**src/core/motor_start_supervisor_map.svh**
```systemverilog
`ifndef MOTOR_START_SUPERVISOR_MAP_SVH
`define MOTOR_START_SUPERVISOR_MAP_SVH

// Register byte addresses
`define MSS_A_CTRL     8'h00
`define MSS_A_START_T  8'h04
`define MSS_A_SW_TO    8'h08
`define MSS_A_HEAT_LIM 8'h0c
`define MSS_A_EVT_SEL  8'h10
`define MSS_A_IRQ_STAT 8'h14
`define MSS_A_IRQ_EN   8'h18
`define MSS_A_IRQ_CLR  8'h1c
`define MSS_A_STATE    8'h20
`define MSS_A_REC_CNT  8'h24
`define MSS_A_REC_SEL  8'h28
`define MSS_A_REC_TSL  8'h2c
`define MSS_A_REC_TSH  8'h30
`define MSS_A_REC_EVT  8'h34
`define MSS_A_REC_DUR  8'h38
`define MSS_A_REC_PCT  8'h3c
`define MSS_A_REC_THM  8'h40
`define MSS_A_REC_L1   8'h44
`define MSS_A_REC_L2   8'h48
`define MSS_A_REC_L3   8'h4c
`define MSS_A_REC_GRP  8'h50

// Control register bit positions
`define MSS_B_HEAT  0
`define MSS_B_SWEN  1
`define MSS_B_SWPOL 2
`define MSS_B_STALL 3

// Reset values
`define MSS_RST_START  19'h00008
`define MSS_RST_SW_TO  19'h00008
`define MSS_RST_HEAT   32'h00010000
`define MSS_RST_EVSEL  14'h3fff

// Event indices
`define MSS_EV_MAX   0
`define MSS_EV_SET   1
`define MSS_EV_SW    2
`define MSS_EV_START 3
`define MSS_EV_STRIP 4
`define MSS_EV_CTRIP 5
`define MSS_EV_BLK   6
`define MSS_NEV      7

// Timing and record store
`define MSS_STEP_NS  5000000
`define MSS_CLK_NS   8
`define MSS_NREC     12
`define MSS_PCT_FULL 100

`endif

```
**src/core/motor_start_supervisor_pkg.sv**
```systemverilog
package motor_start_supervisor_pkg;

  typedef enum logic [0:0] {
    ST_IDLE,
    ST_TIMING
  } sup_state_t;

  typedef struct packed {
    logic        heat_integral_mode;
    logic        speed_switch_en;
    logic        speed_switch_polarity;
    logic        stall_too;
    logic [18:0] start_time;
    logic [18:0] speed_switch_timeout;
    logic [31:0] heat_limit;
    logic [13:0] evt_sel;
  } cfg_t;

  typedef struct packed {
    logic [47:0] stamp;
    logic [2:0]  event_code;
    logic [18:0] duration;
    logic [15:0] pct_used;
    logic [15:0] thermal;
    logic [15:0] l1;
    logic [15:0] l2;
    logic [15:0] l3;
    logic [2:0]  group;
  } rec_t;

  typedef struct packed {
    logic [15:0] l1;
    logic [15:0] l2;
    logic [15:0] l3;
    logic [15:0] thermal;
    logic [15:0] i_sq;
    logic [2:0]  group;
  } meas_t;

endpackage

```
**src/core/motor_start_supervisor.sv**
```systemverilog
`timescale 1ns/1ps
`include "motor_start_supervisor_map.svh"
// Summary of operation
// Definite mode: time the start/stall condition against the starting time
// Heat-integral mode: accumulate current squared and compare to a limit
// Starting time set in 5 ms steps up to 1800 s, default 40 ms; the code takes any 19-bit value, up to 2621.435 s
// Speed switch supervision enable, off by default, gates wait/polarity
// Halt start if speed switch not active within wait time
// Speed switch read as normally open or normally closed
// Scope selects start-up only or start-up plus stall supervision
// Start output while condition holds and function is not blocked, also after trip
// Trip output once pick-up and timing conditions are both met
// Blocked output when start would be active but function is blocked
// Paired on/off events for seven supervision conditions
// Per-event choice of storing on, off or both messages
// Every event carries a time stamp
// Keep only the twelve most recent operation records
// Record holds stamp, event, duration, percent, thermal, currents, group
// When twelve are held, the oldest record is overwritten
module motor_start_supervisor
  import motor_start_supervisor_pkg::*;
#(
  parameter int unsigned TICK_CYCLES = `MSS_STEP_NS / `MSS_CLK_NS
) (
  // Clock, reset, enable
  input  wire logic        i_clk,
  input  wire logic        i_rst_n,
  input  wire logic        i_ce,
  // Register port
  input  wire logic [7:0]  i_addr,
  input  wire logic [31:0] i_wdata,
  input  wire logic        i_wr,
  input  wire logic        i_rd,
  output logic      [31:0] o_rdata,
  // Process inputs
  input  wire logic        i_start_cond,
  input  wire logic        i_stall_cond,
  input  wire logic        i_speed_switch,
  input  wire logic        i_block,
  input  wire meas_t       i_meas,
  input  wire logic [47:0] i_stamp,
  // Function outputs
  output logic             o_start,
  output logic             o_trip,
  output logic             o_blocked,
  output logic             o_irq,
  // Event port towards the main event buffer
  output logic [6:0]       o_evt_on,
  output logic [6:0]       o_evt_off,
  output logic [47:0]      o_evt_stamp
);

  logic rst_meta;
  logic rst_sync_n;

  // Reset asserts at once and releases after two clock edges
  always_ff @(posedge i_clk or negedge i_rst_n) begin
    if (!i_rst_n) begin
      rst_meta   <= 1'b0;
      rst_sync_n <= 1'b0;
    end else begin
      rst_meta   <= 1'b1;
      rst_sync_n <= rst_meta;
    end
  end

  // Slot of a record counted back from the newest one
  function automatic logic [3:0] rec_index(input logic [3:0] ptr,
                                           input logic [3:0] sel);
    logic [4:0] v;
    v = 5'(ptr) + 5'(`MSS_NREC) - 5'd1 - 5'(sel);
    if (v >= 5'(`MSS_NREC)) begin
      v = v - 5'(`MSS_NREC);
    end
    return v[3:0];
  endfunction

  cfg_t        cfg, next_cfg;
  logic [6:0]  irq_stat, next_irq_stat;
  logic [6:0]  irq_en, next_irq_en;
  logic [3:0]  rec_sel, next_rec_sel;
  logic [31:0] next_rdata;
  logic        next_irq;

  sup_state_t  state, next_state;
  logic [19:0] tick_cnt, next_tick_cnt;
  logic [18:0] elapsed, next_elapsed;
  logic [31:0] heat_acc, next_heat_acc;
  logic        sw_seen, next_sw_seen;
  logic [6:0]  flags, next_flags;
  logic [6:0]  next_evt_on, next_evt_off;

  rec_t        rec_mem [`MSS_NREC];
  rec_t        new_rec;
  logic [3:0]  wr_ptr, next_wr_ptr;
  logic [3:0]  rec_cnt, next_rec_cnt;
  logic        rec_we;
  rec_t        rd_rec;

  logic        tick;
  logic        cond;
  logic        sw_active;
  logic        set_exceed, max_exceed, sw_fail, trip_met;
  logic [6:0]  rise, fall;
  logic [31:0] pct32;

  // Record fields seen through the read port follow rec_sel
  assign rd_rec = rec_mem[rec_index(wr_ptr, rec_sel)];

  // Supervision engine
  always_comb begin
    tick       = (tick_cnt == 20'(TICK_CYCLES - 1));
    cond       = i_start_cond | (cfg.stall_too & i_stall_cond);
    sw_active  = i_speed_switch ^ cfg.speed_switch_polarity;
    next_state    = state;
    next_tick_cnt = tick ? 20'h00000 : tick_cnt + 20'h00001;
    next_elapsed  = elapsed;
    next_heat_acc = heat_acc;
    next_sw_seen  = sw_seen;
    case (state)
      ST_IDLE: begin
        next_tick_cnt = 20'h00000;
        if (cond) begin
          next_state    = ST_TIMING;
          next_elapsed  = 19'h00000;
          next_heat_acc = 32'h00000000;
          next_sw_seen  = 1'b0;
        end
      end
      ST_TIMING: begin
        if (!cond) begin
          next_state = ST_IDLE;
        end
        if (sw_active) begin
          next_sw_seen = 1'b1;
        end
        if (tick) begin
          if (elapsed != 19'h7ffff) begin
            next_elapsed = elapsed + 19'h00001;
          end
          if (heat_acc > 32'hffffffff - 32'(i_meas.i_sq)) begin
            next_heat_acc = 32'hffffffff;
          end else begin
            next_heat_acc = heat_acc + 32'(i_meas.i_sq);
          end
        end
      end
      default: next_state = ST_IDLE;
    endcase

    set_exceed = (state == ST_TIMING) && cond
                 && (elapsed >= cfg.start_time);
    max_exceed = (state == ST_TIMING) && cond
                 && (heat_acc >= cfg.heat_limit);
    sw_fail    = (state == ST_TIMING) && cond && cfg.speed_switch_en
                 && !sw_seen && !sw_active
                 && (elapsed >= cfg.speed_switch_timeout);
    trip_met   = cfg.heat_integral_mode ? max_exceed : set_exceed;

    // A missing speed switch halts the start via the set-time trip
    next_flags = '0;
    next_flags[`MSS_EV_MAX]   = max_exceed;
    next_flags[`MSS_EV_SET]   = set_exceed;
    next_flags[`MSS_EV_SW]    = sw_fail;
    next_flags[`MSS_EV_START] = cond && !i_block;
    next_flags[`MSS_EV_STRIP] = !i_block && (sw_fail
                                || (trip_met && !cfg.heat_integral_mode));
    next_flags[`MSS_EV_CTRIP] = !i_block && cfg.heat_integral_mode
                                && trip_met;
    next_flags[`MSS_EV_BLK]   = cond && i_block;

    rise = next_flags & ~flags;
    fall = flags & ~next_flags;
    next_evt_on  = rise & cfg.evt_sel[6:0];
    next_evt_off = fall & cfg.evt_sel[13:7];
  end

  always_ff @(posedge i_clk or negedge rst_sync_n) begin
    if (!rst_sync_n) begin
      state       <= ST_IDLE;
      tick_cnt    <= 20'h00000;
      elapsed     <= 19'h00000;
      heat_acc    <= 32'h00000000;
      sw_seen     <= 1'b0;
      flags       <= 7'h00;
      o_start     <= 1'b0;
      o_trip      <= 1'b0;
      o_blocked   <= 1'b0;
      o_evt_on    <= 7'h00;
      o_evt_off   <= 7'h00;
      o_evt_stamp <= 48'h000000000000;
    end else if (i_ce) begin
      state       <= next_state;
      tick_cnt    <= next_tick_cnt;
      elapsed     <= next_elapsed;
      heat_acc    <= next_heat_acc;
      sw_seen     <= next_sw_seen;
      flags       <= next_flags;
      o_start     <= next_flags[`MSS_EV_START];
      o_trip      <= next_flags[`MSS_EV_STRIP] | next_flags[`MSS_EV_CTRIP];
      o_blocked   <= next_flags[`MSS_EV_BLK];
      o_evt_on    <= next_evt_on;
      o_evt_off   <= next_evt_off;
      o_evt_stamp <= i_stamp;
    end
  end

  // Operation record store
  always_comb begin
    // A record is taken on the rising edge of either trip
    rec_we = rise[`MSS_EV_STRIP] | rise[`MSS_EV_CTRIP];
    if (cfg.start_time == 19'h00000) begin
      pct32 = 32'(`MSS_PCT_FULL);
    end else begin
      pct32 = (32'(elapsed) * 32'(`MSS_PCT_FULL)) / 32'(cfg.start_time);
    end
    new_rec.stamp      = i_stamp;
    new_rec.event_code = rise[`MSS_EV_CTRIP] ? 3'(`MSS_EV_CTRIP)
                                             : 3'(`MSS_EV_STRIP);
    new_rec.duration   = elapsed;
    new_rec.pct_used   = (pct32 > 32'h0000ffff) ? 16'hffff : pct32[15:0];
    new_rec.thermal    = i_meas.thermal;
    new_rec.l1         = i_meas.l1;
    new_rec.l2         = i_meas.l2;
    new_rec.l3         = i_meas.l3;
    new_rec.group      = i_meas.group;
    next_wr_ptr  = wr_ptr;
    next_rec_cnt = rec_cnt;
    if (rec_we) begin
      next_wr_ptr = (wr_ptr == 4'(`MSS_NREC - 1)) ? 4'h0
                                                   : wr_ptr + 4'h1;
      if (rec_cnt != 4'(`MSS_NREC)) begin
        next_rec_cnt = rec_cnt + 4'h1;
      end
    end
  end

  always_ff @(posedge i_clk or negedge rst_sync_n) begin
    if (!rst_sync_n) begin
      wr_ptr  <= 4'h0;
      rec_cnt <= 4'h0;
    end else if (i_ce) begin
      wr_ptr  <= next_wr_ptr;
      rec_cnt <= next_rec_cnt;
    end
  end

  always_ff @(posedge i_clk) begin
    if (i_ce && rec_we) begin
      rec_mem[wr_ptr] <= new_rec;
    end
  end

  // Register file and interrupt
  always_comb begin
    next_cfg      = cfg;
    next_irq_en   = irq_en;
    next_rec_sel  = rec_sel;
    next_irq_stat = irq_stat;
    if (i_wr) begin
      case (i_addr)
        `MSS_A_CTRL: begin
          next_cfg.heat_integral_mode    = i_wdata[`MSS_B_HEAT];
          next_cfg.speed_switch_en       = i_wdata[`MSS_B_SWEN];
          next_cfg.speed_switch_polarity = i_wdata[`MSS_B_SWPOL];
          next_cfg.stall_too             = i_wdata[`MSS_B_STALL];
        end
        `MSS_A_START_T:  next_cfg.start_time = i_wdata[18:0];
        `MSS_A_SW_TO:    next_cfg.speed_switch_timeout = i_wdata[18:0];
        `MSS_A_HEAT_LIM: next_cfg.heat_limit = i_wdata;
        `MSS_A_EVT_SEL:  next_cfg.evt_sel = i_wdata[13:0];
        `MSS_A_IRQ_EN:   next_irq_en = i_wdata[6:0];
        `MSS_A_IRQ_CLR:  next_irq_stat = irq_stat & ~i_wdata[6:0];
        `MSS_A_REC_SEL: begin
          if (i_wdata[3:0] < 4'(`MSS_NREC)) begin
            next_rec_sel = i_wdata[3:0];
          end
        end
        default: next_rec_sel = rec_sel;
      endcase
    end
    next_irq_stat = next_irq_stat | rise;
    next_irq = |(next_irq_stat & next_irq_en);

    next_rdata = 32'h00000000;
    if (i_rd) begin
      case (i_addr)
        `MSS_A_CTRL: begin
          next_rdata[`MSS_B_HEAT]  = cfg.heat_integral_mode;
          next_rdata[`MSS_B_SWEN]  = cfg.speed_switch_en;
          next_rdata[`MSS_B_SWPOL] = cfg.speed_switch_polarity;
          next_rdata[`MSS_B_STALL] = cfg.stall_too;
        end
        `MSS_A_START_T:  next_rdata = 32'(cfg.start_time);
        `MSS_A_SW_TO:    next_rdata = 32'(cfg.speed_switch_timeout);
        `MSS_A_HEAT_LIM: next_rdata = cfg.heat_limit;
        `MSS_A_EVT_SEL:  next_rdata = 32'(cfg.evt_sel);
        `MSS_A_IRQ_STAT: next_rdata = 32'(irq_stat);
        `MSS_A_IRQ_EN:   next_rdata = 32'(irq_en);
        `MSS_A_STATE:    next_rdata = 32'(flags);
        `MSS_A_REC_CNT:  next_rdata = 32'(rec_cnt);
        `MSS_A_REC_SEL:  next_rdata = 32'(rec_sel);
        `MSS_A_REC_TSL:  next_rdata = rd_rec.stamp[31:0];
        `MSS_A_REC_TSH:  next_rdata = 32'(rd_rec.stamp[47:32]);
        `MSS_A_REC_EVT:  next_rdata = 32'(rd_rec.event_code);
        `MSS_A_REC_DUR:  next_rdata = 32'(rd_rec.duration);
        `MSS_A_REC_PCT:  next_rdata = 32'(rd_rec.pct_used);
        `MSS_A_REC_THM:  next_rdata = 32'(rd_rec.thermal);
        `MSS_A_REC_L1:   next_rdata = 32'(rd_rec.l1);
        `MSS_A_REC_L2:   next_rdata = 32'(rd_rec.l2);
        `MSS_A_REC_L3:   next_rdata = 32'(rd_rec.l3);
        `MSS_A_REC_GRP:  next_rdata = 32'(rd_rec.group);
        default:         next_rdata = 32'h00000000;
      endcase
    end
  end

  always_ff @(posedge i_clk or negedge rst_sync_n) begin
    if (!rst_sync_n) begin
      cfg.heat_integral_mode    <= 1'b0;
      cfg.speed_switch_en       <= 1'b0;
      cfg.speed_switch_polarity <= 1'b0;
      cfg.stall_too             <= 1'b0;
      cfg.start_time            <= `MSS_RST_START;
      cfg.speed_switch_timeout  <= `MSS_RST_SW_TO;
      cfg.heat_limit            <= `MSS_RST_HEAT;
      cfg.evt_sel               <= `MSS_RST_EVSEL;
      irq_en                    <= 7'h00;
      irq_stat                  <= 7'h00;
      rec_sel                   <= 4'h0;
      o_irq                     <= 1'b0;
      o_rdata                   <= 32'h00000000;
    end else if (i_ce) begin
      cfg      <= next_cfg;
      irq_en   <= next_irq_en;
      irq_stat <= next_irq_stat;
      rec_sel  <= next_rec_sel;
      o_irq    <= next_irq;
      o_rdata  <= next_rdata;
    end
  end

endmodule

```
**config.mk**
```make
export PLATFORM = sky130hd
export DESIGN_NAME = motor_start_supervisor
export DESIGN_NICKNAME = d
export VERILOG_FILES = /design/src/core/motor_start_supervisor_pkg.sv /design/src/core/motor_start_supervisor.sv
export VERILOG_INCLUDE_DIRS = /design/src /design/src/core
export SDC_FILE = /design/constraint.sdc
export NUM_CORES = 2
export LEC_CHECK = 0
export ABC_AREA = 0
export BUFFER_PORTS_ARGS = -buffer_cell sky130_fd_sc_hd__buf_2
export CORE_ASPECT_RATIO = 0.8
export CORE_MARGIN = 3
export CORE_UTILIZATION = 30
export CTS_BUF_LIST = sky130_fd_sc_hd__clkbuf_4
export CTS_CLUSTER_DIAMETER = 60
export DETAILED_ROUTE_END_ITERATION = 6
export PLACE_DENSITY = 0.48
export SLEW_MARGIN = 0
export SYNTH_ARGS = -nofsm -noshare
export SYNTH_HDL_FRONTEND = slang
export SYNTH_SLANG_ARGS = --single-unit
```
**constraint.sdc**
```tcl
create_clock -name i_clk -period 8.4 [get_ports i_clk]
set_input_delay 0.84 -clock i_clk [delete_from_list [all_inputs] [get_ports i_clk]]
set_output_delay 0.84 -clock i_clk [all_outputs]
set_load 0.005 [all_outputs]
```
# [Yosys cells after proc, flatten, opt, wreduce, memory -nomap -nowiden]
# Memories as Yosys holds them, arrays and structs flattened.
# Index checks and enable logic that the tools add are counted.
[totals] latchBits=0 output_inout_bits=98 mem_bits_rw=1812 rom_bits=0 reg_bits=294 inputBits=180 mem_count=1
[memory_table] name="rec_mem" depth=12 width=151 rd=1 rd_clocked_by_memory_dff=0 write_ports=1 line_no="motor_start_supervisor.sv:93" source="rec_t rec_mem [`MSS_NREC];"
[op_classes] eq_ne=28 bitwise=16 reduce_logical=33 div_mod_pow=1 n_lt_le_gt_ge=7 multipliers=1 n_mux=29 addsub=10 n_shift=0
[op_table] operator="one-hot mux 28 bit (15 select lines)" n=1
[op_table] operator="2-to-1 mux 32 bit" n=5
[op_table] operator="one-hot mux 4 bit (20 select lines)" n=1
[op_table] operator="equality test 8 x 6 -> 1 bit (second input constant)" n=8
[op_table] operator="one-hot mux 32 bit (2 select lines)" n=1
[op_table] operator="2-to-1 mux 19 bit" n=3
[op_table] operator="bitwise AND 7 bit" n=6
[op_table] operator="equality test 8 x 7 -> 1 bit (second input constant)" n=5
[op_table] operator="2-to-1 mux 20 bit" n=2
[op_table] operator="greater-or-equal comparator 19 bit" n=2
[op_table] operator="one-hot mux 19 bit (2 select lines)" n=1
[op_table] operator="adder 32 x 16 -> 32 bit" n=1
[op_table] operator="divider 26 x 19 -> 32 bit" n=1
[op_table] operator="equality test 8 x 5 -> 1 bit (second input constant)" n=4
[op_table] operator="greater-or-equal comparator 32 bit" n=1
[op_table] operator="> comparator 32 x 16 -> 1 bit (second input constant)" n=1
[op_table] operator="> comparator 32 bit" n=1
[op_table] operator="2-to-1 mux 7 bit" n=4
[op_table] operator="multiplier 19 x 5 -> 24 bit (second input constant)" n=1
[op_table] operator="AND reduction 3 bit" n=8
[op_table] operator="inverter 7 bit" n=3
[op_table] operator="adder 20 x 1 -> 20 bit (second input constant)" n=1
[op_table] operator="equality test 20 bit (second input constant)" n=1
[op_table] operator="adder 19 x 1 -> 19 bit (second input constant)" n=1
[op_table] operator="other kinds (32)" n=62

# [Logic depth before layout (Yosys ltp)]
[logic_depth] ltp_word=14 ltp_mapped=446 depth_no_buf=408

# [Worst setup path after synthesis]
# No wires, ideal clock.
[synth_path] path_kind="register -> register" start="register elapsed[6]" end="memory rec_mem[0][67] (netlist bit), data pin" setup_slack_ns=-78.246 setup_ns=0.286 required_ns=8.114 t_arrival_ns=86.360 stages_incl_launch_ff=425 path_cell_list="dfrtp_1 > ha_1 > ha_1 > inv_1 > fa_1 > inv_1 > ha_1 > clkbuf_1 > a21oi_1 > o21ai_1 > nor2b_1 > or4_1 > a222oi_1 > and4b_1 > clkbuf_1 > clkbuf_1 > and3_1 > ha_1 > (+389 left out) > nor2_1 > nand4_1 > a31oi_2 > buf_2 > nand2_1 > o21ai_1 > ha_1 > a21o_1 > a21o_1 > a21oi_1 > nor2_1 > a211oi_1 > nor2_1 > a211oi_1 > o211ai_1 > a2111oi_0 > a31oi_1 > a31o_1"
[synth_lines] item="start, declared" line_no="motor_start_supervisor.sv:87" source="logic [18:0] elapsed, next_elapsed;"
[synth_lines] item="start signal, assigned" line_no="motor_start_supervisor.sv:195" source="elapsed <= next_elapsed;"
[synth_lines] item="end, declared" line_no="motor_start_supervisor.sv:93"

# [Worst setup path in the final report]
[layout_path] start="register elapsed[3]" end="memory rec_mem[2][67] (netlist bit), data pin"
[layout_between] elab_chain_len=5
[layout_lines] item="multiplier 19 x 5 -> 24 bit (*)" line_no="motor_start_supervisor.sv:215" source="pct32 = (32'(elapsed) * 32'(`MSS_PCT_FULL)) / 32'(cfg.start_time);"
[layout_lines] item="divider 26 x 19 -> 32 bit (*)" line_no="motor_start_supervisor.sv:215"
[layout_lines] item="2-to-1 mux 32 bit (*)" line_no="motor_start_supervisor.sv:212" source="if (cfg.start_time == 19'h00000) begin"
[layout_lines] item="> comparator 32 x 16 -> 1 bit" line_no="motor_start_supervisor.sv:221" source="new_rec.pct_used = (pct32 > 32'h0000ffff) ? 16'hffff : pct32[15:0];"
[layout_lines] item="2-to-1 mux 16 bit (*)" line_no="motor_start_supervisor.sv:221"
# Every way passes the cells marked *; elsewhere a longest branch is shown, timed or not.

==> impl_metrics.csv <==
group,metric,value,unit
die,core,368000,µm²
clock_tree,htree_num_levels,6,
synthesis,synth_edf_count,1812,
min_path,hold_class,"input pin to register",
layout,final_cell_mix,"buf_4, edfxtp_1, clkbuf_4",
setup_path,critPathRequiredTime,9.61,ns
sta,rsz0062_at_grt,"yes",
place,portBuffers,277,
die,dieArea,378000,µm²
sta,final-setup-viol-count,192,
clock_tree,cts.reportedPaths.clkPinSlew,0.06,ns
clock_tree,clock-root-buffer,"clkbuf_4",
synthesis,synth_area,111000,µm²
sta,worst_slew_pin_slew,1.29,ns
layout,area_growth_syn_to_layout,35.0,%
sta,slew_headroom,0.140,
sta,final_hold_viol_count,0,
synthesis,yosys_warnings,0,
routing,drt_iter0_markers,7745,
layout,drive_above_1_share,0.428,
clock_tree,clock_latency,1.59,ns
place,place.gp.congestion,0.935,
setup_path,cp-end-kind,"register",
run_status,status,"finished with violations",
clock_tree,cts_buffers,549,
global_route,grt_max_degree,142,
global_route,grt-ovfl-total,0,
sta,period_minus_slack,74.99,ns
clock_tree,cts_tree,"built",
global_route,grt_pass1_wl,602000,µm
sta,period_share,8.93,
die,dieWidth,687,µm
die,rows,199,
routing,drt-wirelength-per-cell,25.0,µm
routing,via_per_inst,5.20,
setup_path,slowest_delay,0.69,ns
layout,post-route-util,0.408,
routing,drc,0,
layout,final_common_cell,"buf_4",
synthesis,synth_seq_cells,2104,
routing,vias,87102,
setup_path,crit_arrival,76.21,ns
routing,wl,419000,µm
synthesis,synthArstFlopShare,0.139,
synthesis,syn_area_per_cell,13.3,µm²
setup_path,r2r_slack,-66.59,ns
die,io_pins,278,
setup_path,critPathKind,"register to register",
setup_path,cpMaxStageDelayCell,"o31ai_1",
die,die_h,551,µm
global_route,grt_pass1_vias,87132,
routing,detail-route-antenna-nets,0,
run_status,failed_checks,"setup timing",
setup_path,critPathMaxFanout,8,
place,place_hpwl,296000,µm
sta,layout_setup_ws,-66.59,ns
global_route,antenna_found_initial,48,
synthesis,ys_types,136,
sta,clock_skew,0.171,ns
layout,nNetsFinal,12229,
job,drv_cap,0,
synthesis,syn_inst,8338,
setup_path,critPathLaunchType,"register",
synthesis,ys_seq_area_frac,0.555,
die,start_util,0.302,
sta,fmax,0.0133,GHz
global_route,grt_use_total,0.215,
clock_tree,cts_buffer_depth,4,
routing,first_pass_iters,6,
setup_path,timing.critical_path.mode_cell,"o21a_1",
synthesis,synth_top_flop_cell,"edfxtp_1",
clock_tree,cts_num_sinks,2104,
sta,drv_slew,0,
state kept, by name, indices dropped and copies added (netlist names), 19 cells and up:
name / cells
heat_acc: 32
o_rdata: 32
elapsed: 19
tick_cnt: 20
rec_mem: 1812
o_evt_stamp: 48
cfg: 88
synth_stat cells, types with 16 or more instances:
master     number  share of area
nor4_1         30         0.0017
edfxtp_1     1812           0.49
nand3_1       157         0.0071
dfrtp_1       275          0.062
o21bai_1       23         0.0016
or4_1          17         0.0011
nand2_1       445          0.015
and2_1         55         0.0031
a211o_1        17         0.0013
nand4_1        99         0.0056
mux2_2        229          0.023
a21boi_0       23         0.0016
o21ai_0       315          0.014
or3_1          50         0.0028
a211oi_1       42         0.0028
o31ai_1        82         0.0055
mux4_2        453          0.092
dfstp_2        17         0.0040
a21oi_1       436          0.020
nor3_1        202         0.0091
a221oi_1       54         0.0043
clkbuf_1      232         0.0078
inv_1         312          0.011
nand2b_1       69         0.0039
and3_1         50         0.0028
ha_1          601          0.068
fa_1           17         0.0031
or2_2          47         0.0026
mux2i_1        63         0.0057
o21a_1        165          0.011
a21o_1        161          0.011
buf_1          71         0.0024
a2111oi_0      18         0.0014
xor2_1        128          0.010
a31oi_1        68         0.0038
a22oi_1       158          0.011
nor2b_1        70         0.0039
a22o_1         47         0.0037
o22ai_1        46         0.0026
and4_1         16         0.0013
o211ai_1       52         0.0035
a31o_2         16         0.0013
nor2_1        577          0.019
o21ai_1        28         0.0013
xnor2_1       193          0.015
path summary, 6_finish.rpt:
path,start,endpoint,cells after the start
worst max register to register,elapsed[3]$_DFFE_PN0P_,rec_mem[2][67]$_DFFE_PP_,396
min in group asynchronous,rst_sync_n$_DFF_PN0_,o_evt_stamp[28]$_DFFE_PN0P_,0
worst min register to register,rst_meta$_DFF_PN0_,rst_sync_n$_DFF_PN0_,0
worst min-delay path,i_wdata[22],cfg[36]$_DFFE_PN0P_,3
max in group asynchronous,rst_sync_n$_DFF_PN0_,heat_acc[27]$_DFFE_PN0P_,1
worst max-delay path,elapsed[3]$_DFFE_PN0P_,rec_mem[2][67]$_DFFE_PP_,396
layer usage:
metal | track usage | routed length (µm) | vias up
li1 | - | - | 39355
met1 | 0.321 | 201000 | 44422
met2 | 0.327 | 184000 | 2814
met3 | 0.0315 | 24400 | 489
met4 | 0.0529 | 9840 | 22
met5 | 0 | 155 | -
area by class of cell:
| cell class | instances | area, µm² |
|---|---|---|
| Antenna cell | 22 | 55.1 |
| Clock buffer | 801 | 6010 |
| Clock inverter | 113 | 888 |
| Fill cell | 34682 | 218000 |
| Inverter | 313 | 1180 |
| Multi-Input combinational cell | 5603 | 51800 |
| Sequential cell | 2104 | 61800 |
| Tap cell | 4924 | 6160 |
| Timing Repair Buffer | 2860 | 22300 |
per-stage QoR:
step	instance area, µm²	hold WS (ns)	setup WS (ns)	instances	TNS [ns]
after global placement	136000	0.340	-68.93	15344	-8434.55
after CTS	147000	0.00913	-66.41	16591	-7972.72
after detailed placement	136000	0.335	-69.92	15344	-8532.91
final	150000	0.200	-66.59	16740	-8041.70
after floorplan	113000	0.331	-66.47	8340	-9155.10
after global routing	150000	0.102	-70.01	16727	-8430.07
kinds of logic (layout without fill, tap and decap cells):
family / count (synthesis) / after routing / share of synthesized area
and+or+nand+nor: 1973 / 1974 / 0.0874
other: 2 / 26 / 0.0000675
AOI/OAI and AO/OA: 1928 / 1930 / 0.118
xor gates and xnor gates: 321 / 321 / 0.0253
DFF: 2104 / 2104 / 0.555
buffers and inverters: 636 / 4087 / 0.0221
adders and majority gates: 620 / 620 / 0.0708
muxes: 754 / 754 / 0.122
worst max-delay path: cells and delay by family (launching register included):
kind | cells | cell delay (ns)
AND/OR/NAND/NOR | 94 | 15.10
buffers and inverters | 37 | 4.64
multiplexers | 10 | 2.93
flip-flops | 1 | 0.45
AO/OA/AOI/OAI | 219 | 41.77
adder cells (fa/ha/maj) | 36 | 9.61
timing repair:
action / in CTS / in global routing
pin swaps: 203 / 314
setup endpoints to repair: 192 / 318
resized for setup: 279 / 372
cloned: 6 / 3
setup buffers: 133 / 128
hold endpoints to repair: 1586 / 0
hold buffers: 195 / 0
Power is not shown: default switching activity piles up to over one toggle a cycle in this logic, so the estimate is an artifact.
